## config.mk

```make
export PLATFORM = sky130hd
export DESIGN_NAME = ecl_loader
export DESIGN_NICKNAME = d
export VERILOG_FILES = /design/src/ecl_pkg.sv /design/src/ecl_word_mem.sv /design/src/ecl_serial_rd.sv /design/src/ecl_loader.sv
export SDC_FILE = /design/constraint.sdc
export NUM_CORES = 1
export LEC_CHECK = 0
export ABC_AREA = 1
export BUFFER_PORTS_ARGS = -buffer_cell sky130_fd_sc_hd__buf_2
export CAP_MARGIN = 20
export CORE_MARGIN = 1
export CORE_UTILIZATION = 57
export DETAILED_ROUTE_END_ITERATION = 8
export PLACE_DENSITY = 0.78
export SYNTH_ARGS = -nofsm -noshare
export SYNTH_HDL_FRONTEND = slang
export SYNTH_HIERARCHICAL = 1
export SYNTH_SLANG_ARGS = --single-unit
```

## constraint.sdc

```tcl
create_clock -name clk_sys -period 3.5 [get_ports clk_sys]
set_input_delay 0 -clock clk_sys [delete_from_list [all_inputs] [get_ports clk_sys]]
set_output_delay 0 -clock clk_sys [all_outputs]
set_load 0.05 [all_outputs]
```

## src/ecl_pkg.sv

```systemverilog
// Constants, field layouts and carrier types for the configuration word loader
package ecl_pkg;

  // ---------------------------------------------------------------------------
  // Timing
  // ---------------------------------------------------------------------------
  localparam int CLK_PERIOD_NS = 40;                       // clk_sys at 25 MHz
  localparam int SCK_HALF_NS   = 80;                       // Least serial clock half period
  localparam int SCK_HALF_CYC  = (SCK_HALF_NS + CLK_PERIOD_NS - 1) / CLK_PERIOD_NS;

  // ---------------------------------------------------------------------------
  // Serial memory layout
  // ---------------------------------------------------------------------------
  localparam logic [7:0]  MEM_RD_CMD   = 8'h03;            // Read opcode sent before address
  localparam logic [7:0]  MEM_ADR_SIG  = 8'h00;            // Signature word
  localparam logic [7:0]  MEM_ADR_W06  = 8'h06;            // Capability and switch mode word
  localparam logic [7:0]  MEM_ADR_W0C  = 8'h0C;            // Payload, power and disable word
  localparam logic [2:0]  WORD_LAST    = 3'h6;             // Index of word at address 0Ch
  localparam logic [15:0] SIG_DEFAULT  = 16'hA55A;         // Arbitrary value, not a real part

  // Source bit positions in word 06h
  localparam int W06_VC      = 0;
  localparam int W06_L0S_LSB = 1;
  localparam int W06_L1_LSB  = 4;
  localparam int W06_NOEG    = 8;
  localparam int W06_NOTAG   = 9;
  localparam int W06_SNF     = 10;
  localparam int W06_CT_LSB  = 11;
  localparam int W06_ARB     = 13;
  localparam int W06_CRED    = 14;
  localparam int W06_INTA    = 15;
  // Source bit positions in word 0Ch
  localparam int W0C_MPS_LSB  = 0;
  localparam int W0C_ASPM_LSB = 2;
  localparam int W0C_RBER     = 4;
  localparam int W0C_MSI      = 5;
  localparam int W0C_CPAR     = 6;

  // ---------------------------------------------------------------------------
  // Configuration space offsets (byte addresses) and bit positions
  // ---------------------------------------------------------------------------
  localparam logic [11:0] OFS_3C   = 12'h03C;
  localparam logic [11:0] OFS_70   = 12'h070;
  localparam logic [11:0] OFS_74   = 12'h074;
  localparam logic [11:0] OFS_C4   = 12'h0C4;
  localparam logic [11:0] OFS_CC   = 12'h0CC;
  localparam logic [11:0] OFS_144  = 12'h144;
  localparam logic [11:0] OFS_CTRL = 12'h200;              // Loader control
  localparam logic [11:0] OFS_STAT = 12'h204;              // Loader status
  localparam logic [11:0] OFS_RAW  = 12'h240;              // Raw word window, 8 words

  localparam int D144_VC     = 0;
  localparam int DCC_ASPM    = 10;
  localparam int DCC_L0S     = 12;
  localparam int DCC_L1      = 15;
  localparam int D74_SNF     = 0;
  localparam int D74_CT      = 1;
  localparam int D74_ARB     = 3;
  localparam int D74_CRED    = 4;
  localparam int D74_NOEG    = 5;
  localparam int D74_NOTAG   = 6;
  localparam int D74_CPAR    = 15;
  localparam int D3C_INTA    = 8;
  localparam int DC4_MPS     = 0;
  localparam int DC4_RBER    = 15;
  localparam int D70_MSI     = 14;
  localparam int CTRL_RELOAD = 0;
  localparam int CTRL_PSEL   = 1;                          // Two bits: port shown in readback

  // ---------------------------------------------------------------------------
  // Types
  // ---------------------------------------------------------------------------
  typedef struct packed {
    logic       vc_ext;      // Extra virtual channel count
    logic [2:0] l0s_lat;     // L0s exit latency
    logic [2:0] l1_lat;      // L1 exit latency
    logic       no_ord_eg;   // No ordering across egress ports
    logic       no_ord_tag;  // No ordering across completion tags
    logic       store_fwd;   // Store and forward
    logic [1:0] ct_thresh;   // Cut-through threshold
    logic       arb_mode;    // Port arbiter mode
    logic       cred_mode;   // Credit update mode
    logic       inta_req;    // Interrupt pin A requested
    logic [1:0] max_pay;     // Max payload size supported
    logic [1:0] aspm_sup;    // ASPM support level
    logic       rber;        // Role-based error reporting
    logic       msi_dis;     // MSI capability removed
    logic       cpar_dis;    // Compliance pattern parity off
  } ecl_cfg_t;

  localparam ecl_cfg_t CFG_RST = '0;                       // Hardware defaults

  typedef enum logic [2:0] {ST_ISSUE, ST_WAIT, ST_APPLY, ST_DONE} ecl_state_t;

endpackage : ecl_pkg

```

## src/ecl_word_mem.sv

```systemverilog
// Small dual-port store of raw configuration words with registered read data
module ecl_word_mem
  import ecl_pkg::*;
#(
  parameter int WIDTH = 16,
  parameter int DEPTH = 8,
  parameter int AW    = $clog2(DEPTH)
) (
  input  wire logic             clk_sys,  // System clock
  input  wire logic             wr_en,    // Write strobe
  input  wire logic [AW-1:0]    wr_adr,   // Write index
  input  wire logic [WIDTH-1:0] wr_dat,   // Write data
  input  wire logic [AW-1:0]    rd_adr,   // Read index
  output logic      [WIDTH-1:0] rd_dat_q  // Read data, one cycle after address
);

  logic [WIDTH-1:0] mem [DEPTH];

  // Storage write; no reset so it maps onto memory cells
  always_ff @(posedge clk_sys) begin
    if (wr_en) begin
      mem[wr_adr] <= wr_dat;
    end
  end

  // Registered read port
  always_ff @(posedge clk_sys) begin
    rd_dat_q <= mem[rd_adr];
  end

endmodule : ecl_word_mem

```

## src/ecl_serial_rd.sv

```systemverilog
// Serial memory reader: one 16-bit word per request over a four-wire link
module ecl_serial_rd
  import ecl_pkg::*;
(
  input  wire logic        clk_sys,    // System clock
  input  wire logic        reset,      // Asynchronous reset, active high
  input  wire logic        start,      // Pulse: read word at adr
  input  wire logic [7:0]  adr,        // Byte address of word
  input  wire logic        mem_miso,   // Data from memory
  output logic             mem_cs_n_q, // Chip select, active low
  output logic             mem_sck_q,  // Serial clock
  output logic             mem_mosi_q, // Data to memory
  output logic             done_q,     // Pulse: word ready
  output logic [15:0]      word_q      // Word read
);

  localparam int DIVW = $clog2(SCK_HALF_CYC + 1);
  localparam logic [DIVW-1:0] DIV_END = DIVW'(SCK_HALF_CYC - 1);
  localparam logic [4:0] BIT_LAST = 5'h1F;                // 16 out, 16 in
  localparam logic [4:0] BIT_IN   = 5'h10;

  logic            busy_q;
  logic [DIVW-1:0] div_q;
  logic [4:0]      bit_q;
  logic [15:0]     sh_out_q;
  logic [15:0]     sh_in_q;

  // Shift engine: data changes while clock low, sampled on the rising edge
  always_ff @(posedge clk_sys or posedge reset) begin
    if (reset) begin
      busy_q <= 1'b0; div_q <= '0; bit_q <= '0; sh_out_q <= '0; sh_in_q <= '0;
      mem_cs_n_q <= 1'b1; mem_sck_q <= 1'b0; mem_mosi_q <= 1'b0;
      done_q <= 1'b0; word_q <= '0;
    end else begin
      done_q <= 1'b0;
      if (!busy_q && start) begin
        busy_q     <= 1'b1;
        mem_cs_n_q <= 1'b0;
        sh_out_q   <= {MEM_RD_CMD[6:0], adr, 1'b0};
        mem_mosi_q <= MEM_RD_CMD[7];
        bit_q      <= '0;
        div_q      <= '0;
      end else if (busy_q) begin
        if (div_q != DIV_END) begin
          div_q <= div_q + 1'b1;
        end else begin
          div_q     <= '0;
          mem_sck_q <= ~mem_sck_q;
          if (!mem_sck_q && bit_q >= BIT_IN) begin
            sh_in_q <= {sh_in_q[14:0], mem_miso};
          end
          if (mem_sck_q) begin
            if (bit_q == BIT_LAST) begin
              busy_q     <= 1'b0;
              mem_cs_n_q <= 1'b1;
              done_q     <= 1'b1;
              word_q     <= sh_in_q;
            end else begin
              bit_q      <= bit_q + 1'b1;
              mem_mosi_q <= sh_out_q[15];
              sh_out_q   <= {sh_out_q[14:0], 1'b0};
            end
          end
        end
      end
    end
  end

endmodule : ecl_serial_rd

```

## src/ecl_loader.sv

```systemverilog
// Configuration word loader: reads setup words and scatters them into port fields
//
// The address map and the Wishbone interface to the registers were decided locally.
module ecl_loader
  import ecl_pkg::*;
#(
  parameter int          NPORT = 3,
  parameter logic [15:0] SIG   = SIG_DEFAULT    // Arbitrary signature value
) (
  input  wire logic        clk_sys,             // System clock
  input  wire logic        reset,               // Asynchronous reset, active high
  input  wire logic        wb_cyc,              // Wishbone cycle
  input  wire logic        wb_stb,              // Wishbone strobe
  input  wire logic        wb_we,               // Wishbone write enable
  input  wire logic [11:0] wb_adr,              // Wishbone byte address
  input  wire logic [3:0]  wb_sel,              // Wishbone byte lanes
  input  wire logic [31:0] wb_dat_w,            // Wishbone write data
  output logic      [31:0] wb_dat_r,            // Wishbone read data
  output logic             wb_ack,              // Wishbone acknowledge
  input  wire logic        mem_miso,            // Serial memory data in
  output logic             mem_cs_n,            // Serial memory select
  output logic             mem_sck,             // Serial memory clock
  output logic             mem_mosi,            // Serial memory data out
  output logic             ports_hold_q,        // Ports refuse config requests
  output ecl_cfg_t         port_cfg_q [NPORT]   // Loaded fields per port
);

  // ---------------------------------------------------------------------------
  // Decode helpers
  // ---------------------------------------------------------------------------
  // Scatter the two setup words into one port's fields
  function automatic ecl_cfg_t cfg_decode(input logic [15:0] w06, input logic [15:0] w0c,
                                          input bit has_int);
    ecl_cfg_t c;
    c            = CFG_RST;
    c.vc_ext     = w06[W06_VC];
    c.l0s_lat    = w06[W06_L0S_LSB +: 3];
    c.l1_lat     = w06[W06_L1_LSB +: 3];
    c.no_ord_eg  = w06[W06_NOEG];
    c.no_ord_tag = w06[W06_NOTAG];
    c.store_fwd  = w06[W06_SNF];
    c.ct_thresh  = w06[W06_CT_LSB +: 2];
    c.arb_mode   = w06[W06_ARB];
    c.cred_mode  = w06[W06_CRED];
    c.inta_req   = has_int ? w06[W06_INTA] : 1'b0;
    c.max_pay    = w0c[W0C_MPS_LSB +: 2];
    c.aspm_sup   = w0c[W0C_ASPM_LSB +: 2];
    c.rber       = w0c[W0C_RBER];
    c.msi_dis    = w0c[W0C_MSI];
    c.cpar_dis   = w0c[W0C_CPAR];
    return c;
  endfunction : cfg_decode

  // Place fields at their configuration offset; other offsets read zero
  function automatic logic [31:0] cfg_image(input ecl_cfg_t c, input logic [11:0] ofs);
    logic [31:0] r;
    r = '0;
    case (ofs)
      OFS_144: r[D144_VC] = c.vc_ext;
      OFS_CC: begin
        r[DCC_ASPM +: 2] = c.aspm_sup;
        r[DCC_L0S +: 3]  = c.l0s_lat;
        r[DCC_L1 +: 3]   = c.l1_lat;
      end
      OFS_74: begin
        r[D74_SNF]    = c.store_fwd;
        r[D74_CT +: 2] = c.ct_thresh;
        r[D74_ARB]    = c.arb_mode;
        r[D74_CRED]   = c.cred_mode;
        r[D74_NOEG]   = c.no_ord_eg;
        r[D74_NOTAG]  = c.no_ord_tag;
        r[D74_CPAR]   = c.cpar_dis;
      end
      OFS_3C: r[D3C_INTA] = c.inta_req;
      OFS_C4: begin
        r[DC4_MPS +: 2] = c.max_pay;
        r[DC4_RBER]     = c.rber;
      end
      OFS_70: r[D70_MSI] = c.msi_dis;
      default: r = '0;
    endcase
    return r;
  endfunction : cfg_image

  // ---------------------------------------------------------------------------
  // Loader sequence
  // ---------------------------------------------------------------------------
  ecl_state_t  state_q;
  logic [2:0]  idx_q;
  logic        rd_start_q;
  logic        sig_ok_q;
  logic        sig_bad_q;
  logic [15:0] w06_q;
  logic [15:0] w0c_q;
  logic        rd_done;
  logic [15:0] rd_word;
  logic        reload_q;
  logic [1:0]  psel_q;

  ecl_serial_rd u_rd (
    .clk_sys    (clk_sys),
    .reset      (reset),
    .start      (rd_start_q),
    .adr        ({4'h0, idx_q, 1'b0}),
    .mem_miso   (mem_miso),
    .mem_cs_n_q (mem_cs_n),
    .mem_sck_q  (mem_sck),
    .mem_mosi_q (mem_mosi),
    .done_q     (rd_done),
    .word_q     (rd_word)
  );

  // Word sequencing; a reload is honoured only while in ST_DONE and dropped otherwise, so no read is orphaned
  always_ff @(posedge clk_sys or posedge reset) begin
    if (reset) begin
      state_q    <= ST_ISSUE;
      idx_q      <= '0;
      rd_start_q <= 1'b0;
      sig_ok_q   <= 1'b0;
      sig_bad_q  <= 1'b0;
      w06_q      <= '0;
      w0c_q      <= '0;
    end else begin
      rd_start_q <= 1'b0;
      case (state_q)
        ST_ISSUE: begin
          rd_start_q <= 1'b1;
          state_q    <= ST_WAIT;
        end
        ST_WAIT: begin
          if (rd_done) begin
            if ({idx_q, 1'b0} == 4'(MEM_ADR_W06)) w06_q <= rd_word;
            if ({idx_q, 1'b0} == 4'(MEM_ADR_W0C)) w0c_q <= rd_word;
            if ({idx_q, 1'b0} == 4'(MEM_ADR_SIG) && rd_word != SIG) begin
              sig_bad_q <= 1'b1;
              state_q   <= ST_DONE;
            end else if (idx_q == WORD_LAST) begin
              sig_ok_q <= 1'b1;
              state_q  <= ST_APPLY;
            end else begin
              idx_q   <= idx_q + 1'b1;
              state_q <= ST_ISSUE;
            end
          end
        end
        ST_APPLY: state_q <= ST_DONE;
        ST_DONE: begin
          if (reload_q) begin
            idx_q     <= '0;
            sig_ok_q  <= 1'b0;
            sig_bad_q <= 1'b0;
            state_q   <= ST_ISSUE;
          end
        end
        default: state_q <= ST_DONE;
      endcase
    end
  end

  // Port fields: cleared on reload and loaded only in the apply step, so a bad signature keeps defaults
  generate
    for (genvar p = 0; p < NPORT; p++) begin : g_port
      always_ff @(posedge clk_sys or posedge reset) begin
        if (reset) begin
          port_cfg_q[p] <= CFG_RST;
        end else if (state_q == ST_DONE && reload_q) begin
          port_cfg_q[p] <= CFG_RST;
        end else if (state_q == ST_APPLY) begin
          port_cfg_q[p] <= cfg_decode(w06_q, w0c_q, p != 0);
        end
      end
    end
  endgenerate

  // Hold lifts one cycle after the fields settle, never while loading
  always_ff @(posedge clk_sys or posedge reset) begin
    if (reset) begin
      ports_hold_q <= 1'b1;
    end else begin
      ports_hold_q <= (state_q != ST_DONE) || reload_q;
    end
  end

  // Raw word store for software inspection
  logic [31:0] raw_q;
  logic [15:0] raw_rd;

  ecl_word_mem #(.WIDTH(16), .DEPTH(8)) u_mem (
    .clk_sys  (clk_sys),
    .wr_en    (state_q == ST_WAIT && rd_done),
    .wr_adr   (idx_q),
    .wr_dat   (rd_word),
    .rd_adr   (wb_adr[4:2]),
    .rd_dat_q (raw_rd)
  );
  assign raw_q = {16'h0000, raw_rd};

  // ---------------------------------------------------------------------------
  // Wishbone slave
  // ---------------------------------------------------------------------------
  logic        pend_q;
  logic        ack_q;
  logic [31:0] dat_q;
  logic        wr_ctrl;
  logic        in_raw;
  logic [31:0] cfg_rd;

  assign wb_ack   = ack_q;
  assign wb_dat_r = dat_q;
  assign wr_ctrl  = pend_q && wb_we && wb_adr == OFS_CTRL && wb_sel[0];
  assign in_raw   = wb_adr[11:5] == OFS_RAW[11:5];
  assign cfg_rd   = (psel_q < 2'(NPORT)) ? cfg_image(port_cfg_q[psel_q], wb_adr) : '0;

  // Two-stage answer: the second cycle lets the raw store's read register fill
  always_ff @(posedge clk_sys or posedge reset) begin
    if (reset) begin
      pend_q <= 1'b0;
      ack_q  <= 1'b0;
      dat_q  <= '0;
    end else begin
      ack_q  <= 1'b0;
      pend_q <= 1'b0;
      if (wb_cyc && wb_stb && !pend_q && !ack_q) begin
        pend_q <= 1'b1;
      end
      if (pend_q) begin
        ack_q <= 1'b1;
        dat_q <= '0;
        if (!wb_we) begin
          if (wb_adr == OFS_CTRL) dat_q <= {29'h0, psel_q, 1'b0};
          else if (wb_adr == OFS_STAT)
            dat_q <= {28'h0, sig_bad_q, sig_ok_q, ports_hold_q, state_q == ST_DONE};
          else if (in_raw) dat_q <= raw_q;
          else dat_q <= cfg_rd;
        end
      end
    end
  end

  // Control: port select for readback and a self-clearing reload pulse
  always_ff @(posedge clk_sys or posedge reset) begin
    if (reset) begin
      reload_q <= 1'b0;
      psel_q   <= '0;
    end else begin
      reload_q <= 1'b0;
      if (wr_ctrl) begin
        reload_q <= wb_dat_w[CTRL_RELOAD];
        psel_q   <= wb_dat_w[CTRL_PSEL +: 2];
      end
    end
  end
endmodule : ecl_loader

```

# After elaboration in Yosys (flattened, before gate mapping)

Memory sizes are Yosys's and may differ from the RTL's. A register that Yosys moved wholly into a read port is not among the register bits.
Cells that the tools add are included.

Bits in writable memories: 128
Memories kept: 1
Register bits after elaboration: 174
Bits of input ports: 54

Memory list:

| name      | words | width | rd ports | clocked after memory_dff | wr ports | RTL line           | RTL |
|---|---|---|---|---|---|---|---|
| u_mem.mem | 8     | 16    | 1        | 1                        | 1        | ecl_word_mem.sv:17 | `logic [WIDTH-1:0] mem [DEPTH];` |

Bitwise gates (word level): 4
Equality and inequality tests: 26
$add $sub $neg: 3
$lt $le $gt $ge: 3
Mux-type cells: 76
Reductions and logical operators: 34

Operators by type and width:

| operator                                                                | number |
|---|---|
| 22-bit two-way mux                                                      | 6 |
| 18-bit two-way mux                                                      | 5 |
| 16-bit two-way mux                                                      | 5 |
| 22-bit binary-select mux with 2-bit select                              | 1 |
| 1-bit two-way mux                                                       | 33 |
| 5-bit two-way mux                                                       | 6 |
| 12-bit by 10-bit equality test with 1-bit output, second input constant | 2 |
| 12-bit by 7-bit equality test with 1-bit output, second input constant  | 2 |
| 12-bit by 8-bit equality test with 1-bit output, second input constant  | 2 |
| 16-bit inequality test, second input constant                           | 1 |
| 4-bit AND reduction                                                     | 4 |
| 3-bit two-way mux                                                       | 5 |
| 5-bit AND reduction                                                     | 3 |
| 12-bit by 6-bit equality test with 1-bit output, second input constant  | 1 |
| 12-bit by 9-bit equality test with 1-bit output, second input constant  | 1 |
| 2-bit two-way mux                                                       | 6 |
| 1-bit logical AND                                                       | 11 |
| 2-bit inequality test, second input constant                            | 5 |
| 2-bit nonzero test                                                      | 5 |
| 3-bit by 2-bit equality test with 1-bit output, second input constant   | 3 |
| 3-bit case mux with 3 select lines                                      | 1 |
| 3-bit AND reduction                                                     | 3 |
| 2-bit by 1-bit inequality test with 1-bit output, second input constant | 4 |
| 1-bit case mux with 2 select lines                                      | 4 |
| other kinds (20)                                                        | 27 |

# Longest topological paths before layout

Gate-level depths: netlist of the first run.

Word-level depth: 10
Depth in mapped cells: 11
Gate-level depth less buffers: 10

# By module

Netlist of the first run, hierarchy kept.

Modules (own cells, without submodules):

| module        | instances | area an instance (um2) | seq. area each (um2) | cells each |
|---|---|---|---|---|
| ecl_word_mem  | 1         | 5,989.5                | 4,164.0              | 587 |
| ecl_loader    | 1         | 4,180.3                | 1,903.1              | 523 |
| ecl_serial_rd | 1         | 2,509.9                | 1,477.7              | 291 |

# Worst setup path after synthesis of the first run

Ideal clock, no wire load.

Kind: flip-flop to flip-flop
Start point: register state_q[0]
End point: memory u_mem.mem[1][0] (enable)
Arrival: 1.544 ns
Period minus slack after synthesis: 1.933 ns
Cell stages (with the launch flop): 7
Path slack: 1.567 ns
Data required time: 3.112 ns
Library setup time: 0.388 ns
Cell sequence: dfrtp_1 -> inv_2 -> nor2_4 -> inv_2 -> nor2_4 -> nand2_1 -> nor2_1

Word-level cells in the longest chain between the ends: 4

RTL lines:

| element                                        | RTL line           | RTL |
|---|---|---|
| start: declaration                             | ecl_loader.sv:88   | `ecl_state_t state_q;` |
| start signal: assignment                       | ecl_loader.sv:116  | `state_q <= ST_ISSUE;` |
| start signal: assignment                       | ecl_loader.sv:128  | `state_q <= ST_WAIT;` |
| start signal: assignment                       | ecl_loader.sv:136  | `state_q <= ST_DONE;` |
| 3-bit by 1-bit equality test with 1-bit output | ecl_loader.sv:190  | `.wr_en (state_q == ST_WAIT && rd_done),` |
| 1-bit logical AND                              | ecl_loader.sv:190  |  |
| 1-bit two-way mux                              | ecl_word_mem.sv:21 | `if (wr_en) begin` |
| 1-bit two-way mux (not written as such)        | ecl_word_mem.sv:22 | `mem[wr_adr] <= wr_dat;` |
| end: declaration                               | ecl_word_mem.sv:17 |  |

Every way passes these cells.

# Final worst setup path of the first run

Start point: input wb_adr[4]
End point: register psel_q[0]

Word-level cells in the longest chain between the ends: 3

RTL lines:

| element                                          | RTL line          | RTL |
|---|---|---|
| start: declaration                               | ecl_loader.sv:15  | `input wire logic [11:0] wb_adr,` |
| 12-bit by 10-bit equality test with 1-bit output | ecl_loader.sv:210 | `assign wr_ctrl = pend_q && wb_we && wb_adr == OFS_CTRL && wb_sel[0];` |
| 1-bit logical AND (2 in series)                  | ecl_loader.sv:210 |  |
| end signal: assignment                           | ecl_loader.sv:249 | `psel_q <= wb_dat_w[CTRL_PSEL +: 2];` |
| end: declaration                                 | ecl_loader.sv:98  | `logic [1:0] psel_q;` |

Every way passes these cells.
A chain may end at the register's enable or synchronous reset.

==> impl_metrics.env, run 1 <==
export IMPL_max_freq_mhz=403
export IMPL_clk_latency_ns=0.54
export IMPL_die_area_mm2=0.0228
export IMPL_worstSetupPathType="in -> reg"
export IMPL_power_leakage_nw=7.53
export IMPL_viasPerCell=5.21
export IMPL_core_region_area_mm2=0.0218
export IMPL_die_y_um=151
export IMPL_wl_per_cell_um=15.8
export IMPL_status="finished clean"
export IMPL_syn_avg_cell_area_um2=9.05
export IMPL_clock_skew_ns=0.0163
export IMPL_grt_max_degree=65
export IMPL_cts_tree="done"
export IMPL_pin_count=157
export IMPL_fin_tns_setup_ns=0
export IMPL_ys_ff_latch=279
export IMPL_synthMuxAreaShare_pct=0.118
export IMPL_overflow=0
export IMPL_numPortBuffers=109
export IMPL_synth_simple_gate_area_share_pct=24.7
export IMPL_dp_cells=1720
export IMPL_areaGrowthSynthToFinish_pct=12.2
export IMPL_rsz0062_at_grt="no"
export IMPL_drt_iter0_drc=756
export IMPL_worst_pin_slew_ns=0.831
export IMPL_num_antenna_cells=0
export IMPL_setup_viol=0
export IMPL_drc=0
export IMPL_cts_buffers=28
export IMPL_hp_class="in -> async"
export IMPL_crit_required_ns=3.92
export IMPL_routed_wl_mm=28.2
export IMPL_cts_root_buf="clkbuf_16"
export IMPL_synth_compound_area_share_pct=2.70
export IMPL_dpl_instance_area_mm2=0.0130
export IMPL_drive_gt1_share_pct=14.6
export IMPL_clock_path_buffers=3
export IMPL_synth_top_family_by_area="simple AND/OR/NAND/NOR gates"
export IMPL_cellPowerDensity_mw_per_mm2=481
export IMPL_grt_pass1_vias=8774
export IMPL_track_usage_pct=25.0
export IMPL_finalCritPeriodShare_pct=70.9
export IMPL_grt_pass1_wl_mm=44.0
export IMPL_die_w_um=151
export IMPL_startpoint_type="input pin"
export IMPL_hold_viol_final=0
export IMPL_synthCells=1401
export IMPL_final_nets=1551
export IMPL_ys_types=38
export IMPL_relSlewSlack_pct=44.6
export IMPL_clock_sinks=279
export IMPL_layout_min_cycle_time_ns=2.48
export IMPL_synth_xor_area_share_pct=0.0691
export IMPL_hpwlAfterDp_mm=17.5
export IMPL_drt_first_pass_iters=5
export IMPL_slew_viol_final=0
export IMPL_synth_fa_ha_area_share_pct=0.592
export IMPL_start_util_pct=58.1
export IMPL_htree_num_levels=1
export IMPL_clkTransAtPathRegs_ns=0.06
export IMPL_cp_data_arrival_time_ns=2.90
export IMPL_synth_warnings=6
export IMPL_crit_fanout=19
export IMPL_finalPower_w=0.00684
export IMPL_netlist_area_mm2=0.0127
export IMPL_grt_antenna_before_repair=0
export IMPL_final_cells=1792
export IMPL_drtAntennaViolNets=0
export IMPL_cp_end_kind="flop"
export IMPL_fin_area_mm2=0.0142
export IMPL_finalWeightedCongestion=0.952
export IMPL_num_vias=9337
export IMPL_cap_violations=0
export IMPL_yosysSeqAreaShare_pct=59.5
export IMPL_num_rows=54
export IMPL_vdd_drop_max_v=0.000309
layout by cell type (no fill, tap or decap), types with 2 or more instances in the layout:
cell and count:
nand2_1 504, inv_1 198, nand3_1 135, dfrtp_1 133, edfxtp_1 128, buf_2 109, nor2_1 50, clkbuf_16 30
o21ai_0 27, conb_1 20, dlygate4sd3_1 20, buf_4 17, dfxtp_1 16, a21oi_1 15, nand4_1 13, inv_2 10
o22ai_1 7, o21ai_1 7, nor2_2 7, nand2_2 7, clkbuf_8 7, nor2_4 6, ha_1 6, nor3_1 4
clkinv_2 4, clkbuf_1 3, bufinv_16 3, nor2_8 2, a32o_1 2, or2_2 2, inv_4 2, dfstp_2 2
nand2_4 2
cells in the mapped netlist, drive strengths merged:
library cell	instances	share of area, %
inv	209	6.2
nor2	65	2.7
buf	100	5.9
dfxtp	16	2.5
dfrtp	133	26
edfxtp	128	30
nand3b	1	0.059
xor2	1	0.069
nand2	513	15
or2	3	0.17
o22ai	7	0.35
dfstp	2	0.41
a32o	2	0.16
clkbuf	6	0.18
nor3	5	0.29
a21oi	16	0.66
ha	6	0.59
o21ai	35	1.4
mux2	1	0.12
o2111ai	1	0.069
nand3	136	5.4
conb	1	0.030
o211ai	1	0.059
nand4	13	0.64
worst max-delay path, stage by stage:
cell           delay [ns]
dlygate4sd3_1        0.53
buf_2                0.31
nor2_2               0.20
nand2_1              0.11
nor2_4               0.14
nand2_2              0.11
or2_4                0.27
nor2_1               0.09
dlygate4sd3_1        0.56
a21oi_1              0.04
dlygate4sd3_1        0.55
layout make-up:
class / instances / area, um^2
clock buffers: 40 / 858
clock inverters: 11 / 143
fillers: 1722 / 7600
inverters: 209 / 786
multi-input cells: 826 / 3650
flip-flops and latches: 279 / 7540
well taps: 280 / 350
repair buffers: 147 / 893
registers in the layout, summed over array words and instances, names as in the netlist, 2 cells and up:
register	count
u_mem/mem	128
port_cfg_q	22
wb_dat_r	18
u_mem/rd_dat_q	16
u_rd/sh_in_q	16
u_rd/word_q	16
u_rd/sh_out_q	15
w06_q	15
w0c_q	7
u_rd/bit_q	5
idx_q	3
psel_q	2
state_q	2
u_rd/div_q	2
through the flow:
| step | setup WS (ns) | utilization, % | hold slack, ns |
|---|---|---|---|
| 4_1_cts | 1.06 | 65.1 | 0.0464 |
| 2_1_floorplan | 1.56 | - | 0.106 |
| 3_5_place_dp | 1.52 | 59.6 | 0.0706 |
| 6_report | 1.02 | 65.2 | 0.0565 |
| 3_3_place_gp | 1.56 | 59.6 | 0.0646 |
| 5_1_grt | 0.824 | 65.2 | 0.103 |
power by group:
part	switching (W)	total, W	internal, W
sequential	0.00000874	0.00343	0.00342
combinational	0.000185	0.000244	0.0000587
clock	0.00123	0.00316	0.00193
total	0.00143	0.00684	0.00541
layer usage:
layer	vias up	wire length (um)	GRT usage, %	share of wire (%)
li1	4477	-	-	-
met1	4402	11600	32.1	41
met2	391	13900	43.1	49
met3	67	1990	3.92	7.1
met4	0	756	8.50	2.7
met5	-	0	0	0
cells by family after synthesis:
family / Yosys count
xor+xnor: 1
compound gates: 62
other cells: 1
fa+ha+maj: 6
buf+inv: 315
flops: 279
simple gates: 736
mux: 1
worst paths after layout:
kind | slack (ns) | cells after the start | from | to
max in group asynchronous | 2.44 | 4 | reset | wb_dat_r[5]$_DFFE_PP0P_
worst max-delay path | 1.02 | 11 | wb_adr[4] | psel_q[0]$_DFFE_PP0P_
min in group clk_sys | 0.06 | 8 | wb_adr[5] | wb_dat_r[14]$_DFFE_PP0P_
worst min-delay path | 0.06 | 3 | reset | u_rd/sh_out_q[4]$_DFFE_PP0P_
worst min register to register | 0.43 | 1 | wb_ack$_DFF_PP0_ | pend_q$_DFF_PP0_
worst max register to register | 1.33 | 6 | pend_q$_DFF_PP0_ | psel_q[0]$_DFFE_PP0P_
timing repair:
item,CTS,global route
gates resized for setup,0,0
setup endpoints to repair,0,0
endpoints found under the hold margin,88,0
buffers inserted,0,0
hold buffers,20,0
Note: power is estimated with default switching activity, not from simulation.
==> inputs of run 2 (changes only) <==
--- a/config.mk
+++ b/config.mk
@@ -9,9 +9,9 @@
 export BUFFER_PORTS_ARGS = -buffer_cell sky130_fd_sc_hd__buf_2
 export CAP_MARGIN = 20
 export CORE_MARGIN = 1
-export CORE_UTILIZATION = 57
+export CORE_UTILIZATION = 53
 export DETAILED_ROUTE_END_ITERATION = 8
-export PLACE_DENSITY = 0.78
+export PLACE_DENSITY = 0.76
 export SYNTH_ARGS = -nofsm -noshare
 export SYNTH_HDL_FRONTEND = slang
 export SYNTH_HIERARCHICAL = 1
==> constraint.sdc (replaced) <==
create_clock -name clk_sys -period 2.06 [get_ports clk_sys]
set_input_delay 0 -clock clk_sys [delete_from_list [all_inputs] [get_ports clk_sys]]
set_output_delay 0 -clock clk_sys [all_outputs]
set_load 0.05 [all_outputs]
==> run 2 against run 1 <==
Against the previous run: utilization is 4.1 points lower; clock power is 54% higher; critical path depth is 5 lower; routed wire length is 0.23% higher; sequential power is 70% higher; design area is 0.77% higher; register-to-register slack worse by 1.1 ns; setup slack worse by 0.77 ns; total power is 63% higher; die area is 7.5% higher; final cell count is 3.1% higher; largest cell class unchanged.
==> impl_metrics.env, run 2 (synthesized netlist as in run 1, its figures left out) <==
export IMPL_status="finished clean"
export IMPL_worstReg2RegEnd="w06_q[11]$_DFFE_PP0P_"
export IMPL_slew_viol_final=0
export IMPL_worstSetupPathType="reg -> reg"
export IMPL_worst_pin_slew_ns=0.626
export IMPL_overflow=0
export IMPL_hp_start="wb_adr[4]"
export IMPL_cap_violations=0
export IMPL_drt_iter0_drc=846
export IMPL_hold_viol_final=0
export IMPL_drc=0
export IMPL_cp_data_arrival_time_ns=2.23
export IMPL_finalCritPeriodShare_pct=87.7
export IMPL_worstHoldEndpoint="u_mem/rd_dat_q[1]$_DFF_P_"
export IMPL_grt_pass1_vias=8605
export IMPL_use_met1_pct=30.1
export IMPL_hp_class="in -> reg"
export IMPL_clk_latency_ns=0.54
export IMPL_rr_worst_depth=6
export IMPL_grt_util_met3_pct=2.99
export IMPL_finalWeightedCongestion=0.949
export IMPL_relSlewSlack_pct=58.2
export IMPL_pwr_share_clk_pct=43.9
export IMPL_die_y_um=157
export IMPL_switching_share_pct=21.3
export IMPL_grt_antenna_before_repair=0
export IMPL_drt_first_pass_iters=7
export IMPL_dp_cells=1780
export IMPL_final_nets=1567
export IMPL_setup_ws_ns=0.253
export IMPL_largest_reg_flops=128
export IMPL_final_cell_mix="nand2_1 (504), inv_1 (198), nand3_1 (135), dfrtp_1 (133), edfxtp_1 (128)"
export IMPL_routed_wl_mm=28.3
export IMPL_pin_count=157
export IMPL_start_util_pct=54.0
export IMPL_grt_busiest_layer="met2"
export IMPL_die_w_um=157
export IMPL_final_cells=1847
export IMPL_cp_end_kind="flop"
export IMPL_clkTransAtPathRegs_ns=0.06
export IMPL_cts_setup_buffers=0
export IMPL_seq_power_share_pct=52.3
export IMPL_startpoint_type="flop"
export IMPL_finalPower_w=0.0111
export IMPL_max_freq_mhz=553
export IMPL_layout_commonest_cell="nand2_1"
export IMPL_gr_usage_met2_pct=41.3
export IMPL_num_vias=9336
export IMPL_hpwlAfterDp_mm=18.2
export IMPL_numPortBuffers=109
export IMPL_crit_start="idx_q[0]$_DFFE_PP0P_"
export IMPL_holdPathStages=4
export IMPL_clock_path_buffers=3
export IMPL_layout_min_cycle_time_ns=1.81
export IMPL_grt_pass1_wl_mm=44.6
export IMPL_cts_root_buf="clkbuf_16"
export IMPL_power_switching_w=0.00237
export IMPL_vdd_drop_max_v=0.000483
export IMPL_drive_gt1_share_pct=15.4
export IMPL_rsz0062_at_grt="no"
export IMPL_clock_sinks=279
export IMPL_track_usage_pct=23.6
export IMPL_combPwrFrac_pct=3.8
export IMPL_viasPerCell=5.05
export IMPL_r2r_setup_slack_ns=0.25
export IMPL_cellPowerDensity_mw_per_mm2=777
export IMPL_cts_buffers=28
export IMPL_pre_cts_ws_ns=0.207
export IMPL_core_region_area_mm2=0.0235
export IMPL_clock_skew_ns=0.0108
export IMPL_cts_tree="done"
export IMPL_crit_fanout=17
export IMPL_crit_required_ns=2.48
export IMPL_setup_viol=0
export IMPL_fin_tns_setup_ns=0
export IMPL_power_leakage_nw=7.57
export IMPL_drtAntennaViolNets=0
export IMPL_areaGrowthSynthToFinish_pct=13.0
export IMPL_intPower_w=0.00877
export IMPL_htree_num_levels=1
export IMPL_grt_max_degree=77
export IMPL_largest_register="u_mem/mem"
export IMPL_wl_per_cell_um=15.3
export IMPL_die_area_mm2=0.0245
export IMPL_r2r_start="idx_q[0]$_DFFE_PP0P_"
export IMPL_num_rows=56
export IMPL_num_antenna_cells=0
[run 2: timing repair]
item / CTS / global route
resized for setup: 0 / 1
endpoints found under the setup margin: 0 / 3
hold buffers: 16 / 0
endpoints found under the hold margin: 144 / 0
[run 2: final cells by class]
| cell class | instances | area [um^2] |
|---|---|---|
| timing repair buffer | 163 | 1050 |
| clock buffer | 38 | 801 |
| fill | 1840 | 9140 |
| multi-input combinational | 826 | 3650 |
| sequential | 279 | 7540 |
| inverter | 209 | 786 |
| clock inverter | 13 | 96.3 |
| tap | 319 | 399 |
[run 2: through the flow]
stage                     hold WS (ns)  utilization [%]  area (um^2)
after floorplan                  0.106                -        12800
after global placement           0.104             56.5        13300
after detailed placement         0.103             56.5        13300
after CTS                       0.0135             61.0        14300
after global routing            0.0151             61.1        14300
final                           0.0190             61.1        14300
[run 2: routing by layer]
metal	vias up	part of all wire, %
met5	-	0
met4	0	3.1
met3	56	6.0
met2	341	50
met1	4427	41
li1	4512	-
[run 2: power by group through the flow]
stage                     clock, W  sequential (W)  combinational, W
after global routing       0.00520         0.00582          0.000468
after global placement           0         0.00593          0.000399
after detailed placement         0         0.00594          0.000403
final                      0.00488         0.00583          0.000425
after CTS                  0.00496         0.00582          0.000423
after floorplan                  0         0.00594          0.000307
[run 2: worst max path at each step]
stage / end / slack [ns] / depth (start not counted)
6_report: w06_q[11]$_DFFE_PP0P_ / 0.25 / 6
3_3_place_gp: u_rd/sh_out_q[10]$_DFFE_PP0P_ / 0.26 / 10
5_1_grt: u_rd/sh_out_q[3]$_DFFE_PP0P_ / 0.13 / 10
3_5_place_dp: u_rd/sh_out_q[10]$_DFFE_PP0P_ / 0.21 / 10
4_1_cts: u_rd/sh_out_q[10]$_DFFE_PP0P_ / 0.18 / 10
2_1_floorplan: idx_q[0]$_DFFE_PP0P_ / 0.12 / 1
[run 2: worst max-delay path, cell delays in order, from the launching register on]
cell and delay, ns:
dfrtp_1 0.48, ha_1 0.24, ha_1 0.19, nand2_2 0.27, buf_4 0.29, nand2_1 0.09, o21ai_0 0.13
==> inputs of run 3 (changes only) <==
--- a/config.mk
+++ b/config.mk
@@ -9,9 +9,9 @@
 export BUFFER_PORTS_ARGS = -buffer_cell sky130_fd_sc_hd__buf_2
 export CAP_MARGIN = 20
 export CORE_MARGIN = 1
-export CORE_UTILIZATION = 53
+export CORE_UTILIZATION = 33
 export DETAILED_ROUTE_END_ITERATION = 8
-export PLACE_DENSITY = 0.76
+export PLACE_DENSITY = 0.51
 export SYNTH_ARGS = -nofsm -noshare
 export SYNTH_HDL_FRONTEND = slang
 export SYNTH_HIERARCHICAL = 1
==> run 3 against run 2 <==
Against the previous run: sequential cell count unchanged; critical path type unchanged; sequential power about the same; critical endpoint is now u_mem/rd_dat_q[8]$_DFF_P_; clock-buffer cell count increased by 8; non-clock buffer count increased by 11.
==> impl_metrics.env, run 3 (synthesized netlist as in run 1, its figures left out) <==
export IMPL_status="finished clean"
export IMPL_dpl_instance_area_mm2=0.0136
export IMPL_drt_first_pass_iters=5
export IMPL_cts_setup_buffers=0
export IMPL_setup_viol=0
export IMPL_slew_viol_final=0
export IMPL_cp_data_arrival_time_ns=2.35
export IMPL_worstSetupPathType="reg -> reg"
export IMPL_hp_class="in -> reg"
export IMPL_final_nets=1581
export IMPL_final_core_util_pct=39.4
export IMPL_largest_reg_flops=128
export IMPL_grt_antenna_before_repair=0
export IMPL_rsz0062_at_grt="no"
export IMPL_cts_buffers=31
export IMPL_cap_violations=0
export IMPL_pin_count=157
export IMPL_power_leakage_nw=7.71
export IMPL_cellPowerDensity_mw_per_mm2=800
export IMPL_vdd_drop_max_v=0.000623
export IMPL_num_antenna_cells=0
export IMPL_pre_cts_ws_ns=0.188
export IMPL_crit_fanout=1
export IMPL_startpoint_type="flop"
export IMPL_grt_pass1_wl_mm=48.3
export IMPL_cp_end_kind="flop"
export IMPL_die_w_um=198
export IMPL_grt_pass1_vias=8438
export IMPL_clk_latency_ns=0.57
export IMPL_worstHoldEndpoint="u_mem/rd_dat_q[9]$_DFF_P_"
export IMPL_cts_tree="done"
export IMPL_routed_wl_mm=30.7
export IMPL_wl_per_cell_um=14.9
export IMPL_drt_iter0_drc=592
export IMPL_clkTransAtPathRegs_ns=0.06
export IMPL_areaGrowthSynthToFinish_pct=17.2
export IMPL_finalCritPeriodShare_pct=91.6
export IMPL_grt_busiest_layer="met2"
export IMPL_largest_register="u_mem/mem"
export IMPL_clock_sinks=279
export IMPL_rr_worst_depth=8
export IMPL_finalWeightedCongestion=0.804
export IMPL_gr_usage_met2_pct=26.0
export IMPL_r2r_start="u_mem/mem[7][8]$_DFFE_PP_"
export IMPL_drc=0
export IMPL_die_area_mm2=0.0392
export IMPL_max_freq_mhz=530
export IMPL_core_region_area_mm2=0.0378
export IMPL_viasPerCell=4.38
export IMPL_setup_ws_ns=0.173
export IMPL_grt_util_met3_pct=1.81
export IMPL_grt_max_degree=57
export IMPL_cts_root_buf="clkbuf_16"
export IMPL_layout_commonest_cell="nand2_1"
export IMPL_die_y_um=198
export IMPL_start_util_pct=33.6
export IMPL_hpwlAfterDp_mm=20.0
export IMPL_overflow=0
export IMPL_finalPower_w=0.0119
export IMPL_drtAntennaViolNets=0
export IMPL_hold_viol_final=0
export IMPL_crit_required_ns=2.53
export IMPL_clock_skew_ns=0.0155
export IMPL_n_fill_cell=3770
export IMPL_fin_tns_setup_ns=0
export IMPL_fin_area_mm2=0.0149
export IMPL_numPortBuffers=109
export IMPL_r2r_setup_slack_ns=0.17
export IMPL_htree_num_levels=1
export IMPL_clock_path_buffers=3
export IMPL_final_cell_mix="nand2_1 (504), inv_1 (198), nand3_1 (135), dfrtp_1 (133), edfxtp_1 (128)"
export IMPL_drive_gt1_share_pct=16.2
export IMPL_num_rows=71
export IMPL_layout_min_cycle_time_ns=1.89
export IMPL_use_met1_pct=22.8
export IMPL_track_usage_pct=16.0
export IMPL_worstReg2RegEnd="u_mem/rd_dat_q[8]$_DFF_P_"
export IMPL_num_vias=9012
export IMPL_holdPathStages=6
export IMPL_hp_start="wb_adr[2]"
==> run 3: cell types whose count changed in the layout (fill, tap and decap cells not counted), sizes merged <==
cell / previous run / this run
clkbuf: 38 / 46
buf: 147 / 154
clkinv: 10 / 6
dlygate4sd3: 16 / 20
inv: 208 / 210
bufinv: 1 / 2
==> run 3: layout make-up <==
cell class | count | area, um^2 | area share [%]
flip-flops and latches | 279 | 7540 | 50.8
repair buffers | 174 | 1200 | 8.05
multi-input cells | 826 | 3650 | 24.6
well taps | 511 | 639 | 4.30
inverters | 209 | 786 | 5.29
clock inverters | 12 | 136 | 0.917
clock buffers | 46 | 912 | 6.14
==> run 3: critical path: stages, from the launching register on <==
cell,delay (ns)
edfxtp_1,0.35
inv_1,0.06
nand2_1,0.04
nand3_1,0.08
dlygate4sd3_1,0.55
nand2_1,0.05
dlygate4sd3_1,0.55
nand2_1,0.06
nand2_1,0.05
==> run 3: where the power goes <==
part           switching (W)  internal [W]
clock                0.00229       0.00332
sequential         0.0000153       0.00581
combinational       0.000327      0.000121
total                0.00263       0.00926
==> run 3: repair_timing <==
action | CTS | global route
resized for setup | 0 | 1
hold endpoints to repair | 153 | 0
hold buffers | 20 | 0
endpoints found under the setup margin | 0 | 7
==> run 3: worst max path at each step <==
stage / slack, ns / cells past startpoint / to / startpoint
after CTS: 0.17 / 10 / u_rd/sh_out_q[11]$_DFFE_PP0P_ / u_rd/bit_q[0]$_DFFE_PP0P_
after global placement: 0.20 / 10 / u_rd/sh_out_q[10]$_DFFE_PP0P_ / u_rd/bit_q[0]$_DFFE_PP0P_
after detailed placement: 0.19 / 10 / u_rd/sh_out_q[10]$_DFFE_PP0P_ / u_rd/bit_q[0]$_DFFE_PP0P_
after floorplan: 0.12 / 1 / idx_q[0]$_DFFE_PP0P_ / reset
after global routing: 0.05 / 8 / u_mem/rd_dat_q[8]$_DFF_P_ / u_mem/mem[7][8]$_DFFE_PP_
final: 0.17 / 8 / u_mem/rd_dat_q[8]$_DFF_P_ / u_mem/mem[7][8]$_DFFE_PP_
==> run 3: layer usage <==
layer  routed length, um  up-vias
met4                 745        0
met2               14100      180
met3                1040       51
li1                    -     4547
met5                   0        -
met1               14800     4234
==> run 3: stage by stage <==
| step | hold WS [ns] | instances |
|---|---|---|
| finish | 0.0197 | 2057 |
| global route | 0.0435 | 2057 |
| CTS | 0.00146 | 2057 |
| detailed placement | 0.0286 | 1979 |
| global placement | 0.0257 | 1979 |
| floorplan | 0.106 | 1420 |
